### src/tmc_pkg.sv
package tmc_pkg;

   // ==========================================================================
   // Instances and register map.
   localparam int          NUM_TIMERS = 2;
   localparam logic [11:0] ADDR_CTL_A [NUM_TIMERS] = '{12'hf06, 12'hf0e};
   localparam logic [11:0] ADDR_CTL_B [NUM_TIMERS] = '{12'hf07, 12'hf0f};

   // ==========================================================================
   // Field positions of control register A.
   localparam int CA_MODE_MSB = 7;
   localparam int CA_IRQ_HI   = 6;
   localparam int CA_IRQ_LO   = 5;
   localparam int CA_DB_HI    = 3;
   localparam int CA_DB_LO    = 1;
   localparam int CA_CAPFLAG  = 0;

   // ==========================================================================
   // Field positions of control register B.
   localparam int CB_EN      = 7;
   localparam int CB_POL     = 6;
   localparam int CB_PRESCALE_SELECT_HI = 5;
   localparam int CB_PRESCALE_SELECT_LO = 3;
   localparam int CB_MODE_HI = 2;
   localparam int CB_MODE_LO = 0;

   // ==========================================================================
   // Reset values and counting constants.
   localparam logic [7:0]  CTL_A_RESET   = 8'h00;
   localparam logic [7:0]  CTL_B_RESET   = 8'h00;
   localparam logic [15:0] CNT_RESTART   = 16'h0001;
   localparam logic [6:0]  PRE_UNIT      = 7'h01;
   localparam logic [7:0]  DB_UNIT       = 8'h01;
   localparam logic [2:0]  DB_NONE       = 3'h0;
   localparam logic [1:0]  IRQ_INPUT_ONLY  = 2'h2;
   localparam logic [1:0]  IRQ_RELOAD_ONLY = 2'h3;

   // ==========================================================================
   // Operating modes.
   typedef enum logic [3:0] {
      MODE_ONE_SHOT   = 4'h0,
      MODE_CONTINUOUS = 4'h1,
      MODE_COUNTER    = 4'h2,
      MODE_PWM_SINGLE = 4'h3,
      MODE_CAPTURE    = 4'h4,
      MODE_COMPARE    = 4'h5,
      MODE_GATED      = 4'h6,
      MODE_CAP_CMP    = 4'h7,
      MODE_PWM_DUAL   = 4'h8,
      MODE_CAP_RESTART = 4'h9,
      MODE_CMP_COUNTER = 4'ha
   } tmc_mode_t;

endpackage

### src/tmc_timer_ctrl.sv
`timescale 1ns/100ps
// Operation
// Interrupt source field: 0x all events, 10 input events only, 11 reload/compare only.
// Dead-band code 000 means no delay, otherwise two to the code cycles.
// Capture flag tells whether the latest interrupt came from an input capture.
// The timer counts only while the enable bit is set.
// Mode is the high mode bit above the three-bit mode field, eleven codes.
// Toggle modes: output equals polarity while disabled, toggles on reload when enabled.
// Counter mode counts on selected input edge; output toggles after each reload.
// Single PWM: idle at polarity, match drives active, reload drives inactive.
// Capture and capture restart modes capture on the selected input edge.
// Gated mode counts while input is active and interrupts on its deassertion.
// Capture/compare starts counting on the first edge, captures on later edges.
// Dual PWM: output and complement idle opposite, match and reload swap them.
// Dual PWM inserts the dead-band delay before either line goes active.
// The output pin follows polarity while disabled, whatever the port direction.
// Polarity changes while running do not move the output until its next event.
// Prescaler divides by two to the prescale field, one to 128.
// Prescaler clears whenever the timer is disabled.
// At the reload value the count restarts at one; compare uses the same value.
// In dual PWM the shared pin is the complement output, else timer input.
// Software writes zero to the reserved bit and uses only defined modes.
// Software changes mode, prescale and polarity only while the timer is disabled.
module tmc_timer_ctrl
(
   // Clock and reset.
   input  wire logic        core_clk_i,
   input  wire logic        rst_n_i,
   // Register port.
   input  wire logic [11:0] reg_addr_i,
   input  wire logic [7:0]  reg_wdata_i,
   input  wire logic        reg_wr_i,
   input  wire logic        reg_rd_i,
   output logic      [7:0]  reg_rdata_o,
   // Reload and PWM values from the count registers.
   input  wire logic [15:0] reload_value_i [tmc_pkg::NUM_TIMERS],
   input  wire logic [15:0] pwm_value_i    [tmc_pkg::NUM_TIMERS],
   // Timer pins.
   input  wire logic        timer_input_i         [tmc_pkg::NUM_TIMERS],
   output logic             timer_output_pin_o    [tmc_pkg::NUM_TIMERS],
   output logic             timer_output_comp_o   [tmc_pkg::NUM_TIMERS],
   output logic             timer_output_comp_oe_o [tmc_pkg::NUM_TIMERS],
   // Timer state and events.
   output logic      [15:0] count_o   [tmc_pkg::NUM_TIMERS],
   output logic             capture_o [tmc_pkg::NUM_TIMERS],
   output logic             irq_o     [tmc_pkg::NUM_TIMERS]
);

   localparam int N = tmc_pkg::NUM_TIMERS;

   // ==========================================================================
   // State.
   logic [7:0]  ctl_a   [N];
   logic [7:0]  ctl_b   [N];
   logic        sync1   [N];
   logic        sync2   [N];
   logic        sync3   [N];
   logic [6:0]  pre     [N];
   logic [15:0] cnt     [N];
   logic        started [N];
   logic        tout    [N];
   logic        tcomp   [N];
   logic        comp_oe [N];
   logic        pend_out  [N];
   logic        pend_comp [N];
   logic [7:0]  db_cnt  [N];
   logic        cap_q   [N];
   logic        irq_q   [N];
   logic [7:0]  rdata;

   logic [7:0]  next_ctl_a   [N];
   logic [7:0]  next_ctl_b   [N];
   logic [6:0]  next_pre     [N];
   logic [15:0] next_cnt     [N];
   logic        next_started [N];
   logic        next_tout    [N];
   logic        next_tcomp   [N];
   logic        next_comp_oe [N];
   logic        next_pend_out  [N];
   logic        next_pend_comp [N];
   logic [7:0]  next_db_cnt  [N];
   logic        next_cap_q   [N];
   logic        next_irq_q   [N];
   logic [7:0]  next_rdata;

   // Decoded per-timer terms, also watched by the checks.
   tmc_pkg::tmc_mode_t mode [N];
   logic        en        [N];
   logic        pol       [N];
   logic        tick      [N];
   logic        sel_edge  [N];
   logic        lvl_act   [N];
   logic        advance   [N];
   logic        reload_ev [N];
   logic        match_ev  [N];
   logic        cap_ev    [N];

   // ==========================================================================
   // Next-state logic.
   always_comb
   begin
      logic       rise;
      logic       fall;
      logic       deassert;
      logic       in_ok;
      logic       gate_ev;
      logic       input_ev;
      logic       irq_ev;
      logic [1:0] irq_cfg;
      logic [2:0] db_code;
      logic [7:0] db_load;
      logic [6:0] pre_lim;
      rise     = 1'b0;
      fall     = 1'b0;
      deassert = 1'b0;
      in_ok    = 1'b0;
      gate_ev  = 1'b0;
      input_ev = 1'b0;
      irq_ev   = 1'b0;
      irq_cfg  = 2'h0;
      db_code  = 3'h0;
      db_load  = 8'h00;
      pre_lim  = 7'h00;
      next_rdata = 8'h00;
      for (int i = 0; i < N; i++)
      begin
         mode[i] = tmc_pkg::tmc_mode_t'({ctl_a[i][tmc_pkg::CA_MODE_MSB],
                   ctl_b[i][tmc_pkg::CB_MODE_HI:tmc_pkg::CB_MODE_LO]});
         en[i]   = ctl_b[i][tmc_pkg::CB_EN];
         pol[i]  = ctl_b[i][tmc_pkg::CB_POL];
         irq_cfg = ctl_a[i][tmc_pkg::CA_IRQ_HI:tmc_pkg::CA_IRQ_LO];
         db_code = ctl_a[i][tmc_pkg::CA_DB_HI:tmc_pkg::CA_DB_LO];
         db_load = (tmc_pkg::DB_UNIT << db_code) - tmc_pkg::DB_UNIT;

         // Input pin is usable except where it carries the complement.
         in_ok       = (mode[i] != tmc_pkg::MODE_PWM_DUAL);
         rise        = in_ok && sync2[i] && !sync3[i];
         fall        = in_ok && !sync2[i] && sync3[i];
         sel_edge[i] = pol[i] ? fall : rise;
         deassert    = pol[i] ? rise : fall;
         lvl_act[i]  = in_ok && (sync2[i] != pol[i]);

         // Prescaler.
         pre_lim = (tmc_pkg::PRE_UNIT << ctl_b[i][tmc_pkg::CB_PRESCALE_SELECT_HI:tmc_pkg::CB_PRESCALE_SELECT_LO])
                   - tmc_pkg::PRE_UNIT;
         tick[i] = (pre[i] == pre_lim);
         if (!en[i] || tick[i])
            next_pre[i] = 7'h00;
         else
            next_pre[i] = pre[i] + 7'h01;

         // Count advance per mode.
         case (mode[i])
            tmc_pkg::MODE_COUNTER: advance[i] = en[i] && sel_edge[i];
            tmc_pkg::MODE_GATED:   advance[i] = en[i] && tick[i] && lvl_act[i];
            tmc_pkg::MODE_CAP_CMP: advance[i] = en[i] && tick[i] && started[i];
            default:               advance[i] = en[i] && tick[i];
         endcase

         reload_ev[i] = advance[i] && (cnt[i] == reload_value_i[i]);
         match_ev[i]  = advance[i] && (cnt[i] == pwm_value_i[i])
                        && (mode[i] == tmc_pkg::MODE_PWM_SINGLE || mode[i] == tmc_pkg::MODE_PWM_DUAL);
         cap_ev[i]    = en[i] && sel_edge[i]
                        && (mode[i] == tmc_pkg::MODE_CAPTURE || mode[i] == tmc_pkg::MODE_CAP_RESTART
                            || (mode[i] == tmc_pkg::MODE_CAP_CMP && started[i]));
         gate_ev      = en[i] && (mode[i] == tmc_pkg::MODE_GATED) && deassert;
         input_ev     = cap_ev[i] || gate_ev;

         // First selected edge starts the capture/compare count without interrupt.
         if (!en[i])
            next_started[i] = 1'b0;
         else if (mode[i] == tmc_pkg::MODE_CAP_CMP && sel_edge[i])
            next_started[i] = 1'b1;
         else
            next_started[i] = started[i];

         if (reload_ev[i] || (cap_ev[i] && mode[i] == tmc_pkg::MODE_CAP_RESTART))
            next_cnt[i] = tmc_pkg::CNT_RESTART;
         else if (advance[i])
            next_cnt[i] = cnt[i] + 16'h0001;
         else
            next_cnt[i] = cnt[i];

         // Interrupt source selection.
         if (!irq_cfg[1])
            irq_ev = reload_ev[i] || input_ev;
         else if (irq_cfg == tmc_pkg::IRQ_INPUT_ONLY)
            irq_ev = input_ev;
         else
            irq_ev = reload_ev[i];
         next_irq_q[i] = irq_ev;
         next_cap_q[i] = cap_ev[i];

         // Register writes; the hardware capture flag update wins over software.
         next_ctl_a[i] = ctl_a[i];
         next_ctl_b[i] = ctl_b[i];
         if (reg_wr_i && reg_addr_i == tmc_pkg::ADDR_CTL_A[i])
            next_ctl_a[i] = reg_wdata_i;
         if (reg_wr_i && reg_addr_i == tmc_pkg::ADDR_CTL_B[i])
            next_ctl_b[i] = reg_wdata_i;
         else if (reload_ev[i] && mode[i] == tmc_pkg::MODE_ONE_SHOT)
            next_ctl_b[i][tmc_pkg::CB_EN] = 1'b0;
         if (irq_ev)
            next_ctl_a[i][tmc_pkg::CA_CAPFLAG] = cap_ev[i];

         if (reg_rd_i && reg_addr_i == tmc_pkg::ADDR_CTL_A[i])
            next_rdata = ctl_a[i];
         if (reg_rd_i && reg_addr_i == tmc_pkg::ADDR_CTL_B[i])
            next_rdata = ctl_b[i];

         // Output pins.
         next_comp_oe[i]   = !in_ok;
         next_tout[i]      = tout[i];
         next_tcomp[i]     = tcomp[i];
         next_pend_out[i]  = pend_out[i];
         next_pend_comp[i] = pend_comp[i];
         next_db_cnt[i]    = db_cnt[i];
         if (!en[i])
         begin
            next_tout[i]      = pol[i];
            next_tcomp[i]     = !pol[i];
            next_pend_out[i]  = 1'b0;
            next_pend_comp[i] = 1'b0;
            next_db_cnt[i]    = 8'h00;
         end
         else
         begin
            case (mode[i])
               tmc_pkg::MODE_PWM_SINGLE:
               begin
                  if (reload_ev[i])
                     next_tout[i] = pol[i];
                  else if (match_ev[i])
                     next_tout[i] = !pol[i];
               end
               tmc_pkg::MODE_PWM_DUAL:
               begin
                  if (pend_out[i] || pend_comp[i])
                  begin
                     if (db_cnt[i] == 8'h00)
                     begin
                        if (pend_out[i])
                           next_tout[i] = !pol[i];
                        if (pend_comp[i])
                           next_tcomp[i] = !pol[i];
                        next_pend_out[i]  = 1'b0;
                        next_pend_comp[i] = 1'b0;
                     end
                     else
                        next_db_cnt[i] = db_cnt[i] - 8'h01;
                  end
                  if (reload_ev[i])
                  begin
                     next_tout[i]     = pol[i];
                     next_pend_out[i] = 1'b0;
                     if (db_code == tmc_pkg::DB_NONE)
                        next_tcomp[i] = !pol[i];
                     else
                     begin
                        next_pend_comp[i] = 1'b1;
                        next_db_cnt[i]    = db_load;
                     end
                  end
                  else if (match_ev[i])
                  begin
                     next_tcomp[i]     = pol[i];
                     next_pend_comp[i] = 1'b0;
                     if (db_code == tmc_pkg::DB_NONE)
                        next_tout[i] = !pol[i];
                     else
                     begin
                        next_pend_out[i] = 1'b1;
                        next_db_cnt[i]   = db_load;
                     end
                  end
               end
               default:
               begin
                  if (reload_ev[i])
                     next_tout[i] = !tout[i];
               end
            endcase
         end
      end
   end

   // ==========================================================================
   // Registers.
   always_ff @(posedge core_clk_i or negedge rst_n_i)
   begin
      if (!rst_n_i)
      begin
         rdata <= 8'h00;
         for (int i = 0; i < N; i++)
         begin
            ctl_a[i]     <= tmc_pkg::CTL_A_RESET;
            ctl_b[i]     <= tmc_pkg::CTL_B_RESET;
            sync1[i]     <= 1'b0;
            sync2[i]     <= 1'b0;
            sync3[i]     <= 1'b0;
            pre[i]       <= 7'h00;
            cnt[i]       <= tmc_pkg::CNT_RESTART;
            started[i]   <= 1'b0;
            tout[i]      <= 1'b0;
            tcomp[i]     <= 1'b1;
            comp_oe[i]   <= 1'b0;
            pend_out[i]  <= 1'b0;
            pend_comp[i] <= 1'b0;
            db_cnt[i]    <= 8'h00;
            cap_q[i]     <= 1'b0;
            irq_q[i]     <= 1'b0;
         end
      end
      else
      begin
         rdata <= next_rdata;
         for (int i = 0; i < N; i++)
         begin
            ctl_a[i]     <= next_ctl_a[i];
            ctl_b[i]     <= next_ctl_b[i];
            sync1[i]     <= timer_input_i[i];
            sync2[i]     <= sync1[i];
            sync3[i]     <= sync2[i];
            pre[i]       <= next_pre[i];
            cnt[i]       <= next_cnt[i];
            started[i]   <= next_started[i];
            tout[i]      <= next_tout[i];
            tcomp[i]     <= next_tcomp[i];
            comp_oe[i]   <= next_comp_oe[i];
            pend_out[i]  <= next_pend_out[i];
            pend_comp[i] <= next_pend_comp[i];
            db_cnt[i]    <= next_db_cnt[i];
            cap_q[i]     <= next_cap_q[i];
            irq_q[i]     <= next_irq_q[i];
         end
      end
   end

   assign reg_rdata_o            = rdata;
   assign timer_output_pin_o     = tout;
   assign timer_output_comp_o    = tcomp;
   assign timer_output_comp_oe_o = comp_oe;
   assign count_o                = cnt;
   assign capture_o              = cap_q;
   assign irq_o                  = irq_q;
endmodule

### config.mk
export PLATFORM = sky130hd
export DESIGN_NAME = tmc_timer_ctrl
export DESIGN_NICKNAME = d
export VERILOG_FILES = /design/src/tmc_pkg.sv /design/src/tmc_timer_ctrl.sv
export SDC_FILE = /design/constraint.sdc
export NUM_CORES = 1
export LEC_CHECK = 0
export BUFFER_PORTS_ARGS = -buffer_cell sky130_fd_sc_hd__buf_2
export CAP_MARGIN = 15
export CORE_MARGIN = 2
export CORE_UTILIZATION = 57
export CTS_CLUSTER_SIZE = 30
export DETAILED_ROUTE_END_ITERATION = 7
export GPL_TIMING_DRIVEN = 0
export PLACE_DENSITY = 0.83
export REMOVE_ABC_BUFFERS = 1
export SKIP_CTS_REPAIR_TIMING = 1
export SYNTH_ARGS = -nofsm -noshare
export SYNTH_HDL_FRONTEND = slang
export SYNTH_SLANG_ARGS = --single-unit
### constraint.sdc
create_clock -name core_clk_i -period 3.6 [get_ports core_clk_i]
set_clock_uncertainty 0.1 [all_clocks]
set_input_delay 0.72 -clock core_clk_i [delete_from_list [all_inputs] [get_ports core_clk_i]]
set_output_delay 0.72 -clock core_clk_i [all_outputs]
set_load 0.1 [all_outputs]
==> run metrics, run 1 <==
status completed; WHS 0.1162 ns; I/O Buffers 139; reg2reg start count_o[16]; RSZ-0062 raised after global routing no; DRC errors left 0; via count 6,936; starting DRC count in detailed routing ~600; number of global-route vias before repair about 6,400; commonest non-fill, non-tap cell in the layout buf_2; Synth Area in XOR/XNOR 0.1185; Compound-Gate Fraction of Synth Area 0.1487; # diodes 0; total wire length 19,320 um; Post-Place Setup Slack between 0.05 and 0.06 ns; clock sinks 124; TritonCTS buffer count 17; Reg2Reg Depth 8; yosys warns 0; Die Height approximately 120 um; minimum clock period 3.400 ns; switching share of power 0.3599; largest net degree at the start of global routing 81; adder-cell share of the synthesized area 0.01290; IO Pins 140; Async SR Flop Fraction 1.000; Core Area 13,240 um2; Flop pwr share 0.375; setup TNS 0 ns; Seq/Total Area, Yosys 0.4006; power density over the cells 490.1 nW/um2; internal power between 2 and 3 mW; Synth Area per Inst 9.137 um2; synthesized flop and latch total 124; share of cells above drive strength 1 0.2410; Clk pwr share 0.371; commonest cells after routing, fill and taps aside 138 x buf_2, 120 x dfrtp_1, 93 x nor2_1; gr ovfl total 0; Netlist cell types 83; Area Overhead vs Synth 17.11%; Hold Crit Class in -> async; combinational share of power 0.254; Worst Setup Start Kind flop; Core Util, Final 0.6860; main combinational cell family by area after synthesis simple AND/OR/NAND/NOR gates; Max VDD drop 315.8 uV; CP Max Fanout 8; GRT Total Usage 0.2738; multiplexer area fraction after synthesis 0.04694; Post-DRT Antenna Nets 0; simple-gate share of the synthesized area 0.2332; Psw about 1.6 mW; detailed placer's ending HPWL 13,660 um; worst setup margin 0.2004 ns; Worst Path Arrival approximately 3.6 ns; Slew Limit Headroom 0.2365; htree depth 4; Max Fclk 294.1 MHz; number of synthesized flops with an enable pin 0; row count 42; vias per inst approximately 6; Synth Cell Area roughly 7800 um2; Clk pin slew, worst setup/hold paths 0.05 ns; WL/cell about 17 um; Synth Instances 849; Final Hold Vio Count 0; Final Slew Violations 0; initial antenna violation count 0; DRT Pass-1 Iters 8; Die Width 120.7 um; top cell type's share of synthesized area 0.3871; Max Cap Viol 0; Crit Path Category reg -> reg; clock tree from TritonCTS done; GPL Wtd Cong roughly 0.89; Pwr Total 4.452 mW; # nets final 1,060; crit path from count_o[16]; CP required 3.80 ns; count of final setup violators 0; Critical Path End Type flop; Initial Util 0.5858; area leader, netlist dfrtp_1; DIE AREA 14,560 um2; synth top area cells dfrtp_1 39%, xor2_1 6.8%, xnor2_1 5.1%; Worst-Margin Slew between 1 and 1.5 ns; later-pin clock latency in the skew report 0.42 ns; Tcrit/Tclk final 0.9443; clk buf depth 2; leakage power 3.995 nW; first-pass GRT wire length 31,710 um; Most used DFF post-synth dfrtp_1; root buffer cell clkbuf_16
## stage by stage
stage	area (um2)	std cells
after floorplan	7545	802
after global placement	8461	1117
after detailed placement	8494	1118
after CTS	9062	1150
after global routing	9085	1151
final	9085	1151
## cells in the mapped netlist, drive strengths merged (13+ instances only)
library cell,number
dfrtp,120
nand3,26
nor4,23
nand2,67
mux2,27
buf,13
nor3,26
and3,13
clkbuf,34
a21oi,40
xnor2,45
o21ai,41
or3,16
xor2,60
inv,24
nor2,100
nand4,21
## routing by layer
layer,GRT usage,wire length [um]
met5,0,0
met4,0.09302,391
met3,0.05708,925
met2,0.4195,9223
met1,0.3878,8783
## registers in the layout, summed over array words and instances, names as in the netlist
signal and count:
count_o 32, reg_rdata_o 8, sync1 2, ctl_b 16
ctl_a 16, pend_comp 2, timer_output_comp_oe_o 2, db_cnt 16
timer_output_pin_o 2, capture_o 2, timer_output_comp_o 2, sync3 2
started 2, pend_out 2, irq_o 2, sync2 2
pre 14
## power by group through the flow
stage / clock [mW] / combinational (mW) / sequential, mW
floorplan: 0 / 0.408 / 2.12
global placement: 0 / 1.10 / 1.69
detailed placement: 0 / 1.13 / 1.69
CTS: 1.67 / 1.14 / 1.66
global route: 1.74 / 1.21 / 1.68
finish: 1.65 / 1.13 / 1.67
## worst paths after layout
path,to,slack [ns]
min reg2reg,sync2[0],0.25
max in group asynchronous,timer_output_comp_o[0],2.53
max,ctl_a[8],0.20
max reg2reg,ctl_a[8],0.20
min in group core_clk_i,sync2[0],0.25
min,pre[11],0.12
## layout make-up
cell class	count	area [um2]
timing repair buffer	141	737.0
sequential	124	3108
tap	176	220.2
inverter	24	90.09
clock inverter	7	92.59
clock buffer	25	475.5
fill	1070	4158
multi-input combinational	654	4362
## critical path, stage by stage, from the launching register on
cell,delay [ns]
dfstp_2,0.64
xnor2_1,0.15
nand4_1,0.15
nor4_2,0.74
inv_1,0.32
nor2_1,0.39
mux2i_1,0.13
a2bb2oi_1,0.28
mux2_2,0.37
## logic make-up after synthesis
| logic type | after synthesis |
|---|---|
| and+or+nand+nor | 343 |
| AOI/OAI and AO/OA | 165 |
| DFF | 124 |
| xor gates and xnor gates | 105 |
| buffers and inverters | 71 |
| muxes | 33 |
| adders and majority gates | 8 |
Power figures use the tool's default switching activity.
==> run 2: changes to the inputs <==
--- a/config.mk
+++ b/config.mk
@@ -6,13 +6,12 @@
 export NUM_CORES = 1
 export LEC_CHECK = 0
 export BUFFER_PORTS_ARGS = -buffer_cell sky130_fd_sc_hd__buf_2
-export CAP_MARGIN = 15
 export CORE_MARGIN = 2
-export CORE_UTILIZATION = 57
+export CORE_UTILIZATION = 25
 export CTS_CLUSTER_SIZE = 30
 export DETAILED_ROUTE_END_ITERATION = 7
 export GPL_TIMING_DRIVEN = 0
-export PLACE_DENSITY = 0.83
+export PLACE_DENSITY = 0.44
 export REMOVE_ABC_BUFFERS = 1
 export SKIP_CTS_REPAIR_TIMING = 1
 export SYNTH_ARGS = -nofsm -noshare
==> run 2 against run 1 <==
Effect of this change:
- via count decreased by 2.1%
- routed wire length grew 17%
- final cell count is 19% higher
- combinational power is essentially flat
- maximum frequency rose by 1.9%
- register-to-register slack better by 0.06 ns
- count of clock-buffer cells in the layout shrank 8
- hold slack better by 0.052 ns
- sequential share of layout area decreased by 1.2 points
==> run metrics, run 2 (same netlist as run 1, synthesis figures left out) <==
Reg2Reg Depth 8 (unchanged); Flop pwr share 0.367 (was 0.375); first-pass GRT wire length 36,980 um (was 31,710 um); Die Height 180.2 um (was 120.7 um); Max stage delay on crit path 0.50 ns (was 0.74 ns); Initial Util 0.2536 (was 0.5858); Final Slew Violations 0 (unchanged); clock tree from TritonCTS done (unchanged); starting DRC count in detailed routing 429 (was 597); Psw 1.741 mW (was 1.602 mW); initial antenna violation count 2 (was 0); reg2reg setup slack 0.26 ns (was 0.20 ns); DIE AREA 32,450 um2 (was 14,560 um2); via count 6,788 (was 6,936); WL/cell 16.43 um (was 16.79 um); combinational share of power 0.247 (was 0.254); WL met2 10,360 um (was 9223 um); max FFs per register 32 (unchanged); Crit Path Category reg -> reg (unchanged); gr ovfl total 0 (unchanged); commonest cells after routing, fill and taps aside 138 x buf_2, 119 x dfrtp_1, 93 x nor2_1 (was 138 x buf_2, 120 x dfrtp_1, 93 x nor2_1); Top Layer Used met5 (was met4); Tcrit/Tclk final 0.9265 (was 0.9443); RSZ-0062 raised after global routing no (unchanged); commonest non-fill, non-tap cell in the layout buf_2 (unchanged); detailed placer's ending HPWL 16,300 um (was 13,660 um); later-pin clock latency in the skew report 0.42 ns (about the same); # nets final 1,059 (was 1,060); # diodes 0 (unchanged); Worst Setup Start Kind flop (unchanged); reg2reg start ctl_b[12] (was count_o[16]); Cell Chain, Critical Path or2_1 -> a2111oi_0 -> o22ai_1 -> o31a_1 -> nor2_1 -> mux2i_1 -> a2bb2oi_1 -> mux2_2 (was xnor2_1 -> nand4_1 -> nor4_2 -> inv_1 -> nor2_1 -> mux2i_1 -> a2bb2oi_1 -> mux2_2); CP max stage cell o31a_1 (was nor4_2); reg2reg end ctl_a[8] (unchanged); GRT Total Usage 0.1395 (was 0.2738); DRT Pass-1 Iters 6 (was 8); met1 wire length 10,990 um (was 8783 um); Post-DRT Antenna Nets 0 (unchanged); clk buf depth 2 (unchanged); vias per inst 4.955 (was 6.026); switching share of power 0.3800 (was 0.3599); Max VDD drop 305.2 uV (was 315.8 uV); htree depth 4 (unchanged); DRC errors left 0 (unchanged); finished layout cell area 9428 um2 (was 9085 um2); Max Cap Viol 0 (unchanged); TritonCTS buffer count 17 (unchanged); Final Hold Vio Count 0 (unchanged); CP required 3.80 ns (about the same); total wire length 22,520 um (was 19,320 um); setup TNS 0 ns (unchanged); crit path from ctl_b[12] (was count_o[16]); Worst-Margin Slew 1.118 ns (was 1.135 ns); power density over the cells 486.0 nW/um2 (was 490.1 nW/um2); share of cells above drive strength 1 0.2495 (was 0.2410); root buffer cell clkbuf_16 (unchanged); Fill cells 3,282 (was 1,070); count of final setup violators 0 (unchanged); Critical Path End Type flop (unchanged); minimum clock period 3.335 ns (was 3.400 ns); largest net degree at the start of global routing 70 (was 81); Hold Crit Class in -> async (unchanged); clock sinks 124 (unchanged); met3 WL 900 um (was 925 um); IO Pins 140 (unchanged); status completed (unchanged); CP Max Fanout 10 (was 8); number of global-route vias before repair 6,910 (was 6,395); internal power 2.841 mW (was 2.850 mW); leakage power 4.021 nW (was 3.995 nW); row count 64 (was 42); Area Overhead vs Synth 21.53% (was 17.11%); Core Area 30,590 um2 (was 13,240 um2); Pwr Total 4.582 mW (was 4.452 mW); Max Fclk 299.8 MHz (was 294.1 MHz); GPL Wtd Cong 0.7771 (was 0.8949); Clk pwr share 0.387 (was 0.371); Worst Path Arrival 3.53 ns (was 3.60 ns); I/O Buffers 139 (unchanged); Slew Limit Headroom 0.2486 (was 0.2365); Clk pin slew, worst setup/hold paths 0.07 ns (was 0.05 ns); Die Width 180.2 um (was 120.7 um); Placed Area 8781 um2 (was 8494 um2)
-- run 2: cell count changes in the layout (fill, tap and decap cells not counted), sizes merged --
cell      change
inv           +8
clkinv        -1
clkbuf        -9
clkinvlp      +1
-- run 2: routing by layer --
metal  vias to the layer above  GRT usage
met1                      3344     0.1878
li1                       3291          -
met4                         4    0.03903
met5                         -          0
met3                        21    0.03193
met2                       128     0.2245
-- run 2: cell type report --
cell class,count,area (um2),area share
clock buffer,17,425.4,0.04512
inverter,24,90.09,0.009555
clock inverter,15,176.4,0.01871
tap,396,495.5,0.05255
sequential,124,3109,0.3298
timing repair buffer,140,729.5,0.07737
multi-input combinational,654,4402,0.4669
-- run 2: through the flow --
step                      std cells  utilization  hold WS, ns  setup WS [ns]
after floorplan                 802            -       0.2312         0.4625
after global placement         1337       0.2856       0.2359        -0.2200
after detailed placement       1338       0.2871       0.2418        -0.1819
after CTS                      1370       0.3067       0.1912        -0.2011
after global routing           1370       0.3082       0.2044       0.007127
final                          1370       0.3082       0.1683         0.2645
-- run 2: worst max-delay path by stage --
stage,to,slack (ns),depth (start not counted)
CTS,timer_output_comp_o[0],-0.20,9
detailed placement,timer_output_comp_o[0],-0.18,9
floorplan,ctl_a[8],0.46,8
global placement,reg_rdata_o[2],-0.22,1
global route,ctl_a[8],0.007,8
finish,ctl_a[8],0.26,8
-- run 2: critical path, delay by kind of cell (launching register included) --
| family | cells | cell delay (ns) |
|---|---|---|
| muxes | 2 | 0.50 |
| DFF | 1 | 0.48 |
| and+or+nand+nor | 2 | 0.69 |
| AOI/OAI and AO/OA | 4 | 1.43 |
-- run 2: power by group through the flow --
stage                     clock, mW  combinational, mW  sequential (mW)
after floorplan                   0              0.408             2.12
after global placement            0               1.12             1.71
after detailed placement          0               1.13             1.71
after CTS                      1.82               1.14             1.68
after global routing           1.89               1.22             1.70
final                          1.77               1.13             1.68
